File: config.mk
export PLATFORM = sky130hd
export DESIGN_NAME = cmp_ctrl_regs
export DESIGN_NICKNAME = d
export VERILOG_FILES = /design/src/common/cmp_ctrl_pkg.sv /design/src/cmp_edge_sync.sv /design/src/cmp_ctrl_regs.sv
export SDC_FILE = /design/constraint.sdc
export NUM_CORES = 1
export LEC_CHECK = 0
export BUFFER_PORTS_ARGS = -buffer_cell sky130_fd_sc_hd__buf_4
export CAP_MARGIN = 5
export CELL_PAD_IN_SITES_DETAIL_PLACEMENT = 1
export CELL_PAD_IN_SITES_GLOBAL_PLACEMENT = 2
export CORE_ASPECT_RATIO = 1.2
export CORE_UTILIZATION = 26
export CTS_CLUSTER_SIZE = 12
export DETAILED_ROUTE_END_ITERATION = 6
export PLACE_DENSITY = 0.8
export REMOVE_ABC_BUFFERS = 1
export SLEW_MARGIN = 20
export SYNTH_ARGS = -nofsm -noshare
export SYNTH_HDL_FRONTEND = slang
export SYNTH_SLANG_ARGS = --single-unit
File: constraint.sdc
create_clock -name i_clk -period 3.2 [get_ports i_clk]
set_input_delay 0.64 -clock i_clk [delete_from_list [all_inputs] [get_ports i_clk]]
set_output_delay 0.64 -clock i_clk [all_outputs]
set_load 0.05 [all_outputs]
File: src/common/cmp_ctrl_pkg.sv
// Shared constants and bus carriers for the comparator control register bank.
package cmp_ctrl_pkg;

  localparam int          DATA_W         = 32;
  localparam int          ADDR_W         = 32;

  localparam logic [ADDR_W-1:0] OFS_CONTROL    = 32'h0000_0000;
  localparam logic [ADDR_W-1:0] OFS_IRQ_STATUS = 32'h0000_0004;
  localparam logic [ADDR_W-1:0] OFS_IRQ_MASK   = 32'h0000_0008;

  localparam int          BIT_ON         = 7;
  localparam int          BIT_RESULT     = 6;
  localparam int          BIT_RISE       = 5;
  localparam int          BIT_FALL       = 4;
  localparam int          POS_HI         = 3;
  localparam int          POS_LO         = 2;
  localparam int          NEG_HI         = 1;
  localparam int          NEG_LO         = 0;

  localparam int          IRQ_RISE       = 0;
  localparam int          IRQ_FALL       = 1;

  localparam logic        RST_ON         = 1'b0;
  localparam logic        RST_FLAG       = 1'b0;
  localparam logic [1:0]  RST_HYST       = 2'h0;
  localparam logic [1:0]  RST_IRQ        = 2'h0;
  localparam logic        RST_LEVEL      = 1'b0;

  localparam logic [1:0]  RESP_OKAY      = 2'h0;
  localparam logic [1:0]  RESP_SLVERR    = 2'h2;

  typedef struct packed {
    logic [ADDR_W-1:0] awaddr;
    logic              awvalid;
    logic [DATA_W-1:0] wdata;
    logic [3:0]        wstrb;
    logic              wvalid;
    logic              bready;
    logic [ADDR_W-1:0] araddr;
    logic              arvalid;
    logic              rready;
  } axil_req_t;

  typedef struct packed {
    logic              awready;
    logic              wready;
    logic              bvalid;
    logic [1:0]        bresp;
    logic              arready;
    logic              rvalid;
    logic [DATA_W-1:0] rdata;
    logic [1:0]        rresp;
  } axil_rsp_t;

  typedef struct packed {
    logic       on;
    logic [1:0] pos_hyst;
    logic [1:0] neg_hyst;
  } cmp_cfg_t;

endpackage : cmp_ctrl_pkg

File: src/cmp_edge_sync.sv
// Two-stage synchronizer and edge detector for the comparator output.
`timescale 1ns/1ps
module cmp_edge_sync
(
  input  wire logic i_clk,
  input  wire logic i_srst,
  input  wire logic i_async,
  output logic      o_level,
  output logic      o_rise,
  output logic      o_fall
);
  import cmp_ctrl_pkg::*;

  logic stage1;
  logic stage2;
  logic prev;
  logic next_stage1;
  logic next_stage2;
  logic next_prev;

  always_comb
  begin
    next_stage1 = i_async;
    next_stage2 = stage1;
    next_prev   = stage2;
  end

  always_ff @(posedge i_clk)
  begin
    if (i_srst)
    begin
      stage1 <= RST_LEVEL;
      stage2 <= RST_LEVEL;
      prev   <= RST_LEVEL;
    end
    else
    begin
      stage1 <= next_stage1;
      stage2 <= next_stage2;
      prev   <= next_prev;
    end
  end

  // Edges are taken between the second stage and its delayed copy only.
  assign o_level = stage2;
  assign o_rise  = stage2 & ~prev;
  assign o_fall  = ~stage2 & prev;

  AST_EDGE_ONCE: assert property (@(posedge i_clk) disable iff (i_srst)
    o_rise |=> !o_rise)
    else $error("Rising edge pulse lasted more than one cycle.");

  AST_FALL_ONCE: assert property (@(posedge i_clk) disable iff (i_srst)
    o_fall |=> !o_fall)
    else $error("Falling edge pulse lasted more than one cycle.");

endmodule : cmp_edge_sync

File: src/cmp_ctrl_regs.sv
// Comparator control and status register bank with an AXI4-Lite slave.
`timescale 1ns/1ps
// Operation
// - Control bit 7 turns the comparator on when one, off when zero.
// - Read-only bit 6 shows the synchronized comparator result.
// - Bit 5 is set by hardware on each rising output edge and stays set until a control write with bit 5 zero.
// - Bit 4 is set by hardware on each falling output edge and stays set until a control write with bit 4 zero.
// - Bits 3:2 select positive hysteresis and drive the analog comparator.
// - Bits 1:0 select negative hysteresis and drive the analog comparator.
module cmp_ctrl_regs
(
  input  wire logic                    i_clk,
  input  wire logic                    i_srst,
  input  wire logic                    i_cmp_raw,
  input  wire cmp_ctrl_pkg::axil_req_t i_axi,
  output cmp_ctrl_pkg::axil_rsp_t      o_axi,
  output cmp_ctrl_pkg::cmp_cfg_t       o_cfg,
  output logic                         o_irq
);
  import cmp_ctrl_pkg::*;

  logic              level;
  logic              rise_evt;
  logic              fall_evt;

  cmp_cfg_t          cfg;
  logic              rise_flag;
  logic              fall_flag;
  logic [1:0]        irq_stat;
  logic [1:0]        irq_mask;
  cmp_cfg_t          next_cfg;
  logic              next_rise_flag;
  logic              next_fall_flag;
  logic [1:0]        next_irq_stat;
  logic [1:0]        next_irq_mask;

  logic              aw_got;
  logic [ADDR_W-1:0] aw_addr;
  logic              w_got;
  logic [DATA_W-1:0] w_data;
  logic              w_lane0;
  logic              bvalid;
  logic [1:0]        bresp;
  logic              rvalid;
  logic [DATA_W-1:0] rdata;
  logic [1:0]        rresp;
  logic              next_aw_got;
  logic [ADDR_W-1:0] next_aw_addr;
  logic              next_w_got;
  logic [DATA_W-1:0] next_w_data;
  logic              next_w_lane0;
  logic              next_bvalid;
  logic [1:0]        next_bresp;
  logic              next_rvalid;
  logic [DATA_W-1:0] next_rdata;
  logic [1:0]        next_rresp;

  logic              do_write;
  logic              wr_ctl;
  logic              wr_stat;
  logic              wr_mask;
  logic              ar_take;
  logic [7:0]        ctl_word;
  logic [DATA_W-1:0] rd_word;
  logic              rd_hit;

  cmp_edge_sync u_sync
  (
    .i_clk   (i_clk),
    .i_srst  (i_srst),
    .i_async (i_cmp_raw),
    .o_level (level),
    .o_rise  (rise_evt),
    .o_fall  (fall_evt)
  );

  // Write decode happens once both address and data are held.
  assign do_write = aw_got & w_got & ~bvalid;
  assign wr_ctl   = do_write & w_lane0 & (aw_addr == OFS_CONTROL);
  assign wr_stat  = do_write & w_lane0 & (aw_addr == OFS_IRQ_STATUS);
  assign wr_mask  = do_write & w_lane0 & (aw_addr == OFS_IRQ_MASK);
  assign ar_take  = i_axi.arvalid & ~rvalid;

  always_comb
  begin
    ctl_word             = 8'h00;
    ctl_word[BIT_ON]     = cfg.on;
    ctl_word[BIT_RESULT] = level;
    ctl_word[BIT_RISE]   = rise_flag;
    ctl_word[BIT_FALL]   = fall_flag;
    ctl_word[POS_HI:POS_LO] = cfg.pos_hyst;
    ctl_word[NEG_HI:NEG_LO] = cfg.neg_hyst;
    rd_word = 32'h0000_0000;
    rd_hit  = 1'b1;
    unique case (i_axi.araddr)
      OFS_CONTROL:    rd_word[7:0] = ctl_word;
      OFS_IRQ_STATUS: rd_word[1:0] = irq_stat;
      OFS_IRQ_MASK:   rd_word[1:0] = irq_mask;
      default:        rd_hit = 1'b0;
    endcase
  end

  always_comb
  begin
    next_cfg = cfg;
    next_irq_mask = irq_mask;
    if (wr_ctl)
    begin
      next_cfg.on       = w_data[BIT_ON];
      next_cfg.pos_hyst = w_data[POS_HI:POS_LO];
      next_cfg.neg_hyst = w_data[NEG_HI:NEG_LO];
    end
    if (wr_mask)
    begin
      next_irq_mask = w_data[1:0];
    end
    // A new edge wins over a clear issued in the same cycle.
    next_rise_flag = rise_evt | (rise_flag & ~(wr_ctl & ~w_data[BIT_RISE]));
    next_fall_flag = fall_evt | (fall_flag & ~(wr_ctl & ~w_data[BIT_FALL]));
    next_irq_stat  = irq_stat & ~(wr_stat ? w_data[1:0] : 2'h0);
    next_irq_stat[IRQ_RISE] = next_irq_stat[IRQ_RISE] | rise_evt;
    next_irq_stat[IRQ_FALL] = next_irq_stat[IRQ_FALL] | fall_evt;
  end

  always_comb
  begin
    next_aw_got  = aw_got;
    next_aw_addr = aw_addr;
    next_w_got   = w_got;
    next_w_data  = w_data;
    next_w_lane0 = w_lane0;
    next_bvalid  = bvalid;
    next_bresp   = bresp;
    next_rvalid  = rvalid;
    next_rdata   = rdata;
    next_rresp   = rresp;
    if (i_axi.awvalid && !aw_got)
    begin
      next_aw_got  = 1'b1;
      next_aw_addr = i_axi.awaddr;
    end
    if (i_axi.wvalid && !w_got)
    begin
      next_w_got   = 1'b1;
      next_w_data  = i_axi.wdata;
      next_w_lane0 = i_axi.wstrb[0];
    end
    if (do_write)
    begin
      next_aw_got = 1'b0;
      next_w_got  = 1'b0;
      next_bvalid = 1'b1;
      next_bresp  = (wr_ctl || wr_stat || wr_mask || !w_lane0) &&
                    (aw_addr == OFS_CONTROL || aw_addr == OFS_IRQ_STATUS ||
                     aw_addr == OFS_IRQ_MASK) ? RESP_OKAY : RESP_SLVERR;
    end
    else if (bvalid && i_axi.bready)
    begin
      next_bvalid = 1'b0;
    end
    if (ar_take)
    begin
      next_rvalid = 1'b1;
      next_rdata  = rd_word;
      next_rresp  = rd_hit ? RESP_OKAY : RESP_SLVERR;
    end
    else if (rvalid && i_axi.rready)
    begin
      next_rvalid = 1'b0;
    end
  end

  always_ff @(posedge i_clk)
  begin
    if (i_srst)
    begin
      cfg       <= '{on: RST_ON, pos_hyst: RST_HYST, neg_hyst: RST_HYST};
      rise_flag <= RST_FLAG;
      fall_flag <= RST_FLAG;
      irq_stat  <= RST_IRQ;
      irq_mask  <= RST_IRQ;
      aw_got    <= 1'b0;
      aw_addr   <= 32'h0000_0000;
      w_got     <= 1'b0;
      w_data    <= 32'h0000_0000;
      w_lane0   <= 1'b0;
      bvalid    <= 1'b0;
      bresp     <= RESP_OKAY;
      rvalid    <= 1'b0;
      rdata     <= 32'h0000_0000;
      rresp     <= RESP_OKAY;
    end
    else
    begin
      cfg       <= next_cfg;
      rise_flag <= next_rise_flag;
      fall_flag <= next_fall_flag;
      irq_stat  <= next_irq_stat;
      irq_mask  <= next_irq_mask;
      aw_got    <= next_aw_got;
      aw_addr   <= next_aw_addr;
      w_got     <= next_w_got;
      w_data    <= next_w_data;
      w_lane0   <= next_w_lane0;
      bvalid    <= next_bvalid;
      bresp     <= next_bresp;
      rvalid    <= next_rvalid;
      rdata     <= next_rdata;
      rresp     <= next_rresp;
    end
  end

  assign o_axi.awready = ~aw_got;
  assign o_axi.wready  = ~w_got;
  assign o_axi.bvalid  = bvalid;
  assign o_axi.bresp   = bresp;
  assign o_axi.arready = ~rvalid;
  assign o_axi.rvalid  = rvalid;
  assign o_axi.rdata   = rdata;
  assign o_axi.rresp   = rresp;
  assign o_cfg         = cfg;
  assign o_irq         = |(irq_stat & irq_mask);

  AST_ON_FOLLOWS_WRITE: assert property (@(posedge i_clk) disable iff (i_srst)
    wr_ctl |=> o_cfg.on == $past(w_data[BIT_ON]))
    else $error("Enable output does not follow the written bit.");

  AST_RESULT_READ: assert property (@(posedge i_clk) disable iff (i_srst)
    (ar_take && i_axi.araddr == OFS_CONTROL) |=> o_axi.rdata[BIT_RESULT] == $past(level))
    else $error("Read result bit differs from the synchronized output.");

  AST_RISE_SETS: assert property (@(posedge i_clk) disable iff (i_srst)
    rise_evt |=> rise_flag)
    else $error("Rising edge did not set the rising flag.");

  AST_RISE_HOLDS: assert property (@(posedge i_clk) disable iff (i_srst)
    (rise_flag && !(wr_ctl && !w_data[BIT_RISE])) |=> rise_flag)
    else $error("Rising flag cleared without a software write of zero.");

  AST_FALL_SETS: assert property (@(posedge i_clk) disable iff (i_srst)
    fall_evt |=> fall_flag)
    else $error("Falling edge did not set the falling flag.");

  AST_FALL_HOLDS: assert property (@(posedge i_clk) disable iff (i_srst)
    (fall_flag && !(wr_ctl && !w_data[BIT_FALL])) |=> fall_flag)
    else $error("Falling flag cleared without a software write of zero.");

  AST_POS_HYST: assert property (@(posedge i_clk) disable iff (i_srst)
    wr_ctl |=> o_cfg.pos_hyst == $past(w_data[POS_HI:POS_LO]))
    else $error("Positive hysteresis output does not follow the write.");

  AST_NEG_HYST: assert property (@(posedge i_clk) disable iff (i_srst)
    $changed(o_cfg.neg_hyst) |-> $past(wr_ctl))
    else $error("Negative hysteresis changed without a control write.");

  AST_FLAG_AFTER_SYNC: assert property (@(posedge i_clk) disable iff (i_srst)
    $rose(rise_flag) |-> $past(rise_evt))
    else $error("Rising flag set without a synchronized edge.");

endmodule : cmp_ctrl_regs

==> flow_metrics.env <==
export IMPL_final_max_slew_viol_count=0
export IMPL_first_pass_iters=4
export IMPL_floorplan_initialDensity_pct=27.0
export IMPL_post_drt_via_cell_ratio=4.55
export IMPL_totalNegativeSetupSlack_ns=0
export IMPL_clk_insertion_delay_late_ns=0.32
export IMPL_synthesis_area_per_instance_sq_um=8.58
export IMPL_synthCells=351
export IMPL_layout_nets=547
export IMPL_layout_drive_gt1_share_pct=29.1
export IMPL_drt_wl_total_mm=7.92
export IMPL_clockRootBuffer="sky130_fd_sc_hd__clkbuf_16"
export IMPL_placement_rows=42
export IMPL_path_max_fanout=3
export IMPL_timing_max_cap_violations=0
export IMPL_worst_margin_pin_slew_ns=0.738
export IMPL_ys_warn_count=0
export IMPL_cts_setup_buffers=0
export IMPL_grt_max_degree=69
export IMPL_fmax_ghz=0.590
export IMPL_finish_utilization_pct=36.3
export IMPL_cts_tree="done"
export IMPL_rsz0062_at_grt="no"
export IMPL_hold_path_class="register to register"
export IMPL_syn_cell_area_sq_um=3010
export IMPL_antenna_left=0
export IMPL_critical_path_required_ns=2.56
export IMPL_grt_antenna_before_repair=0
export IMPL_vias_post_dr=2719
export IMPL_h_tree_depth=3
export IMPL_skew_ns=0.00558
export IMPL_fin_crit_sh_pct=53.0
export IMPL_vdd_drop_max_v=0.000256
export IMPL_insertedDiodeCount=0
export IMPL_critical_path_startpoint_type="register"
export IMPL_hold_viol=0
export IMPL_drcViolationCount=0
export IMPL_io_buffers=100
export IMPL_power_leakage_uw=0.00167
export IMPL_portion_of_the_post_synthesis_area_used_by_sequential_elements_pct=45.2
export IMPL_outcome="finished clean"
export IMPL_grt_pass1_vias=2772
export IMPL_syn_to_layout_area_delta_pct=34.2
export IMPL_boundaryPins=155
export IMPL_postSynthRegisterBits=68
export IMPL_grt_usage_pct=13.5
export IMPL_cellPowerDensity_nw_per_um2=546
export IMPL_die_width_microns=100
export IMPL_setup_violations=0
export IMPL_die_y_microns=120
export IMPL_die_area_sq_um=12000
export IMPL_ys_types=32
export IMPL_grt_pass1_wl_mm=12.8
export IMPL_cts_made_buffers=9
export IMPL_crit_path_end_kind="output pin"
export IMPL_dr_first_iter_drc_count=50
export IMPL_floorplan_core_area_sq_um=11100
export IMPL_class_of_the_most_critical_setup_path="register to output pin"
export IMPL_cts_sinks=68
export IMPL_final_period_minus_worst_setup_slack_ns=1.69
export IMPL_max_clock_path_buffers=2
export IMPL_cts_resized=0
export IMPL_clk_pin_slew_worst_paths_ns=0.06
export IMPL_total_overflow_reported_by_the_global_router=0
export IMPL_place_congestion=0.703
export IMPL_cts_hold_buffers_added=0
export IMPL_critPathArrivalTime_ns=1.05
export IMPL_dp_hpwl_mm=5.89
export IMPL_slew_headroom_pct=50.8
export IMPL_wl_per_cell_microns=13.3
==> stage by stage <==
| step | worst slack (ns) | power, uW | area (sq um) | instances | hold slack (ns) |
|---|---|---|---|---|---|
| 6_report | 1.51 | 2210 | 4040 | 597 | 0.444 |
| 5_1_grt | 1.45 | 2320 | 4040 | 597 | 0.465 |
| 4_1_cts | 1.49 | 2240 | 4040 | 597 | 0.450 |
| 3_5_place_dp | 1.23 | 1280 | 3750 | 582 | 0.438 |
| 3_3_place_gp | 1.31 | 1270 | 3750 | 582 | 0.434 |
| 2_1_floorplan | 1.18 | 1140 | 2790 | 326 | 0.414 |
==> power breakdown <==
part | leakage, uW | total (uW) | internal, uW | switching [uW]
Sequential | 0.000556 | 919 | 887 | 31.9
Clock | 0.000136 | 947 | 599 | 349
Combinational | 0.000978 | 340 | 129 | 212
Total | 0.00167 | 2210 | 1610 | 592
==> critical path, stage by stage, from the launching register on <==
cell and delay, ns:
sky130_fd_sc_hd__dfxtp_1 0.32, sky130_fd_sc_hd__a22o_1 0.23, sky130_fd_sc_hd__buf_4 0.19
==> area by class of cell <==
type                            instances  area [sq um]
Clock buffer                           11           233
Clock inverter                          4          51.3
Fill cell                            1349          7100
Inverter                                4          15.0
Multi-Input combinational cell        254          1420
Sequential cell                        68          1360
Tap cell                              154           193
Timing Repair Buffer                  102           766
==> registers in the layout, indices dropped and copies added, names as in the netlist, 2 cells and up <==
| signal | flops |
|---|---|
| w_data | 7 |
| rdata | 8 |
| aw_addr | 32 |
| o_cfg | 5 |
| irq_stat | 2 |
| irq_mask | 2 |
==> cell usage after synthesis, drive strengths merged <==
cell	n	area, sq um
nor4	14	166
mux2i	10	100
clkbuf	13	48.8
and4	4	35.0
dfxtp	68	1360
buf	37	263
nor3	2	10.0
a21oi	47	235
a22o	1	8.76
nand4	15	106
nand3	2	10.0
o31ai	7	52.6
inv	4	15.0
and3b	1	8.76
and4b	1	10.0
nor2b	11	68.8
a311oi	6	65.1
nor2	25	101
nor4b	1	8.76
a32oi	2	17.5
and3	2	12.5
a211oi	1	7.51
nand2	74	278
o2bb2ai	2	17.5
conb	1	3.75
==> cells by family (layout without fill, tap and decap cells) <==
kind of cell	after synthesis	after routing	share of synthesized area (%)
buf+inv	54	121	10.8
mux	10	10	3.32
other cells	1	26	0.125
flops	68	68	45.2
simple gates	152	152	27.1
compound gates	66	66	13.4
==> per-layer routing <==
layer	up-vias	share of wire [%]	GRT usage, %
met5	-	0.42	0
met4	2	0.66	3.80
met3	4	6.4	4.60
met2	89	51	24.1
met1	1280	41	15.1
li1	1344	-	-
==> cells in the final DEF (no fill, tap or decap), types with 2 or more instances in the layout <==
| cell type | instances |
|---|---|
| sky130_fd_sc_hd__a21oi_1 | 47 |
| sky130_fd_sc_hd__a311oi_1 | 4 |
| sky130_fd_sc_hd__a311oi_2 | 2 |
| sky130_fd_sc_hd__a32oi_1 | 2 |
| sky130_fd_sc_hd__and3_1 | 2 |
| sky130_fd_sc_hd__and4_1 | 4 |
| sky130_fd_sc_hd__buf_4 | 102 |
| sky130_fd_sc_hd__clkbuf_1 | 2 |
| sky130_fd_sc_hd__clkbuf_16 | 9 |
| sky130_fd_sc_hd__conb_1 | 26 |
| sky130_fd_sc_hd__dfxtp_1 | 68 |
| sky130_fd_sc_hd__inv_1 | 4 |
| sky130_fd_sc_hd__mux2i_1 | 10 |
| sky130_fd_sc_hd__nand2_1 | 73 |
| sky130_fd_sc_hd__nand3_1 | 2 |
| sky130_fd_sc_hd__nand4_1 | 13 |
| sky130_fd_sc_hd__nand4_2 | 2 |
| sky130_fd_sc_hd__nor2_1 | 24 |
| sky130_fd_sc_hd__nor2b_1 | 10 |
| sky130_fd_sc_hd__nor3_1 | 2 |
| sky130_fd_sc_hd__nor4_1 | 7 |
| sky130_fd_sc_hd__nor4_2 | 3 |
| sky130_fd_sc_hd__nor4_4 | 4 |
| sky130_fd_sc_hd__o2bb2ai_1 | 2 |
| sky130_fd_sc_hd__o31ai_1 | 7 |
==> worst paths after layout <==
kind | from | to | slack [ns] | cells past startpoint
worst max-delay path | irq_stat[1] | o_irq | 1.51 | 2
worst min register to register | u_sync.next_stage2 | u_sync.o_level | 0.44 | 1
worst min-delay path | u_sync.next_stage2 | u_sync.o_level | 0.44 | 1
worst max register to register | aw_addr[4] | irq_mask[0] | 1.60 | 4
Note: power is estimated with default switching activity, not from simulation.
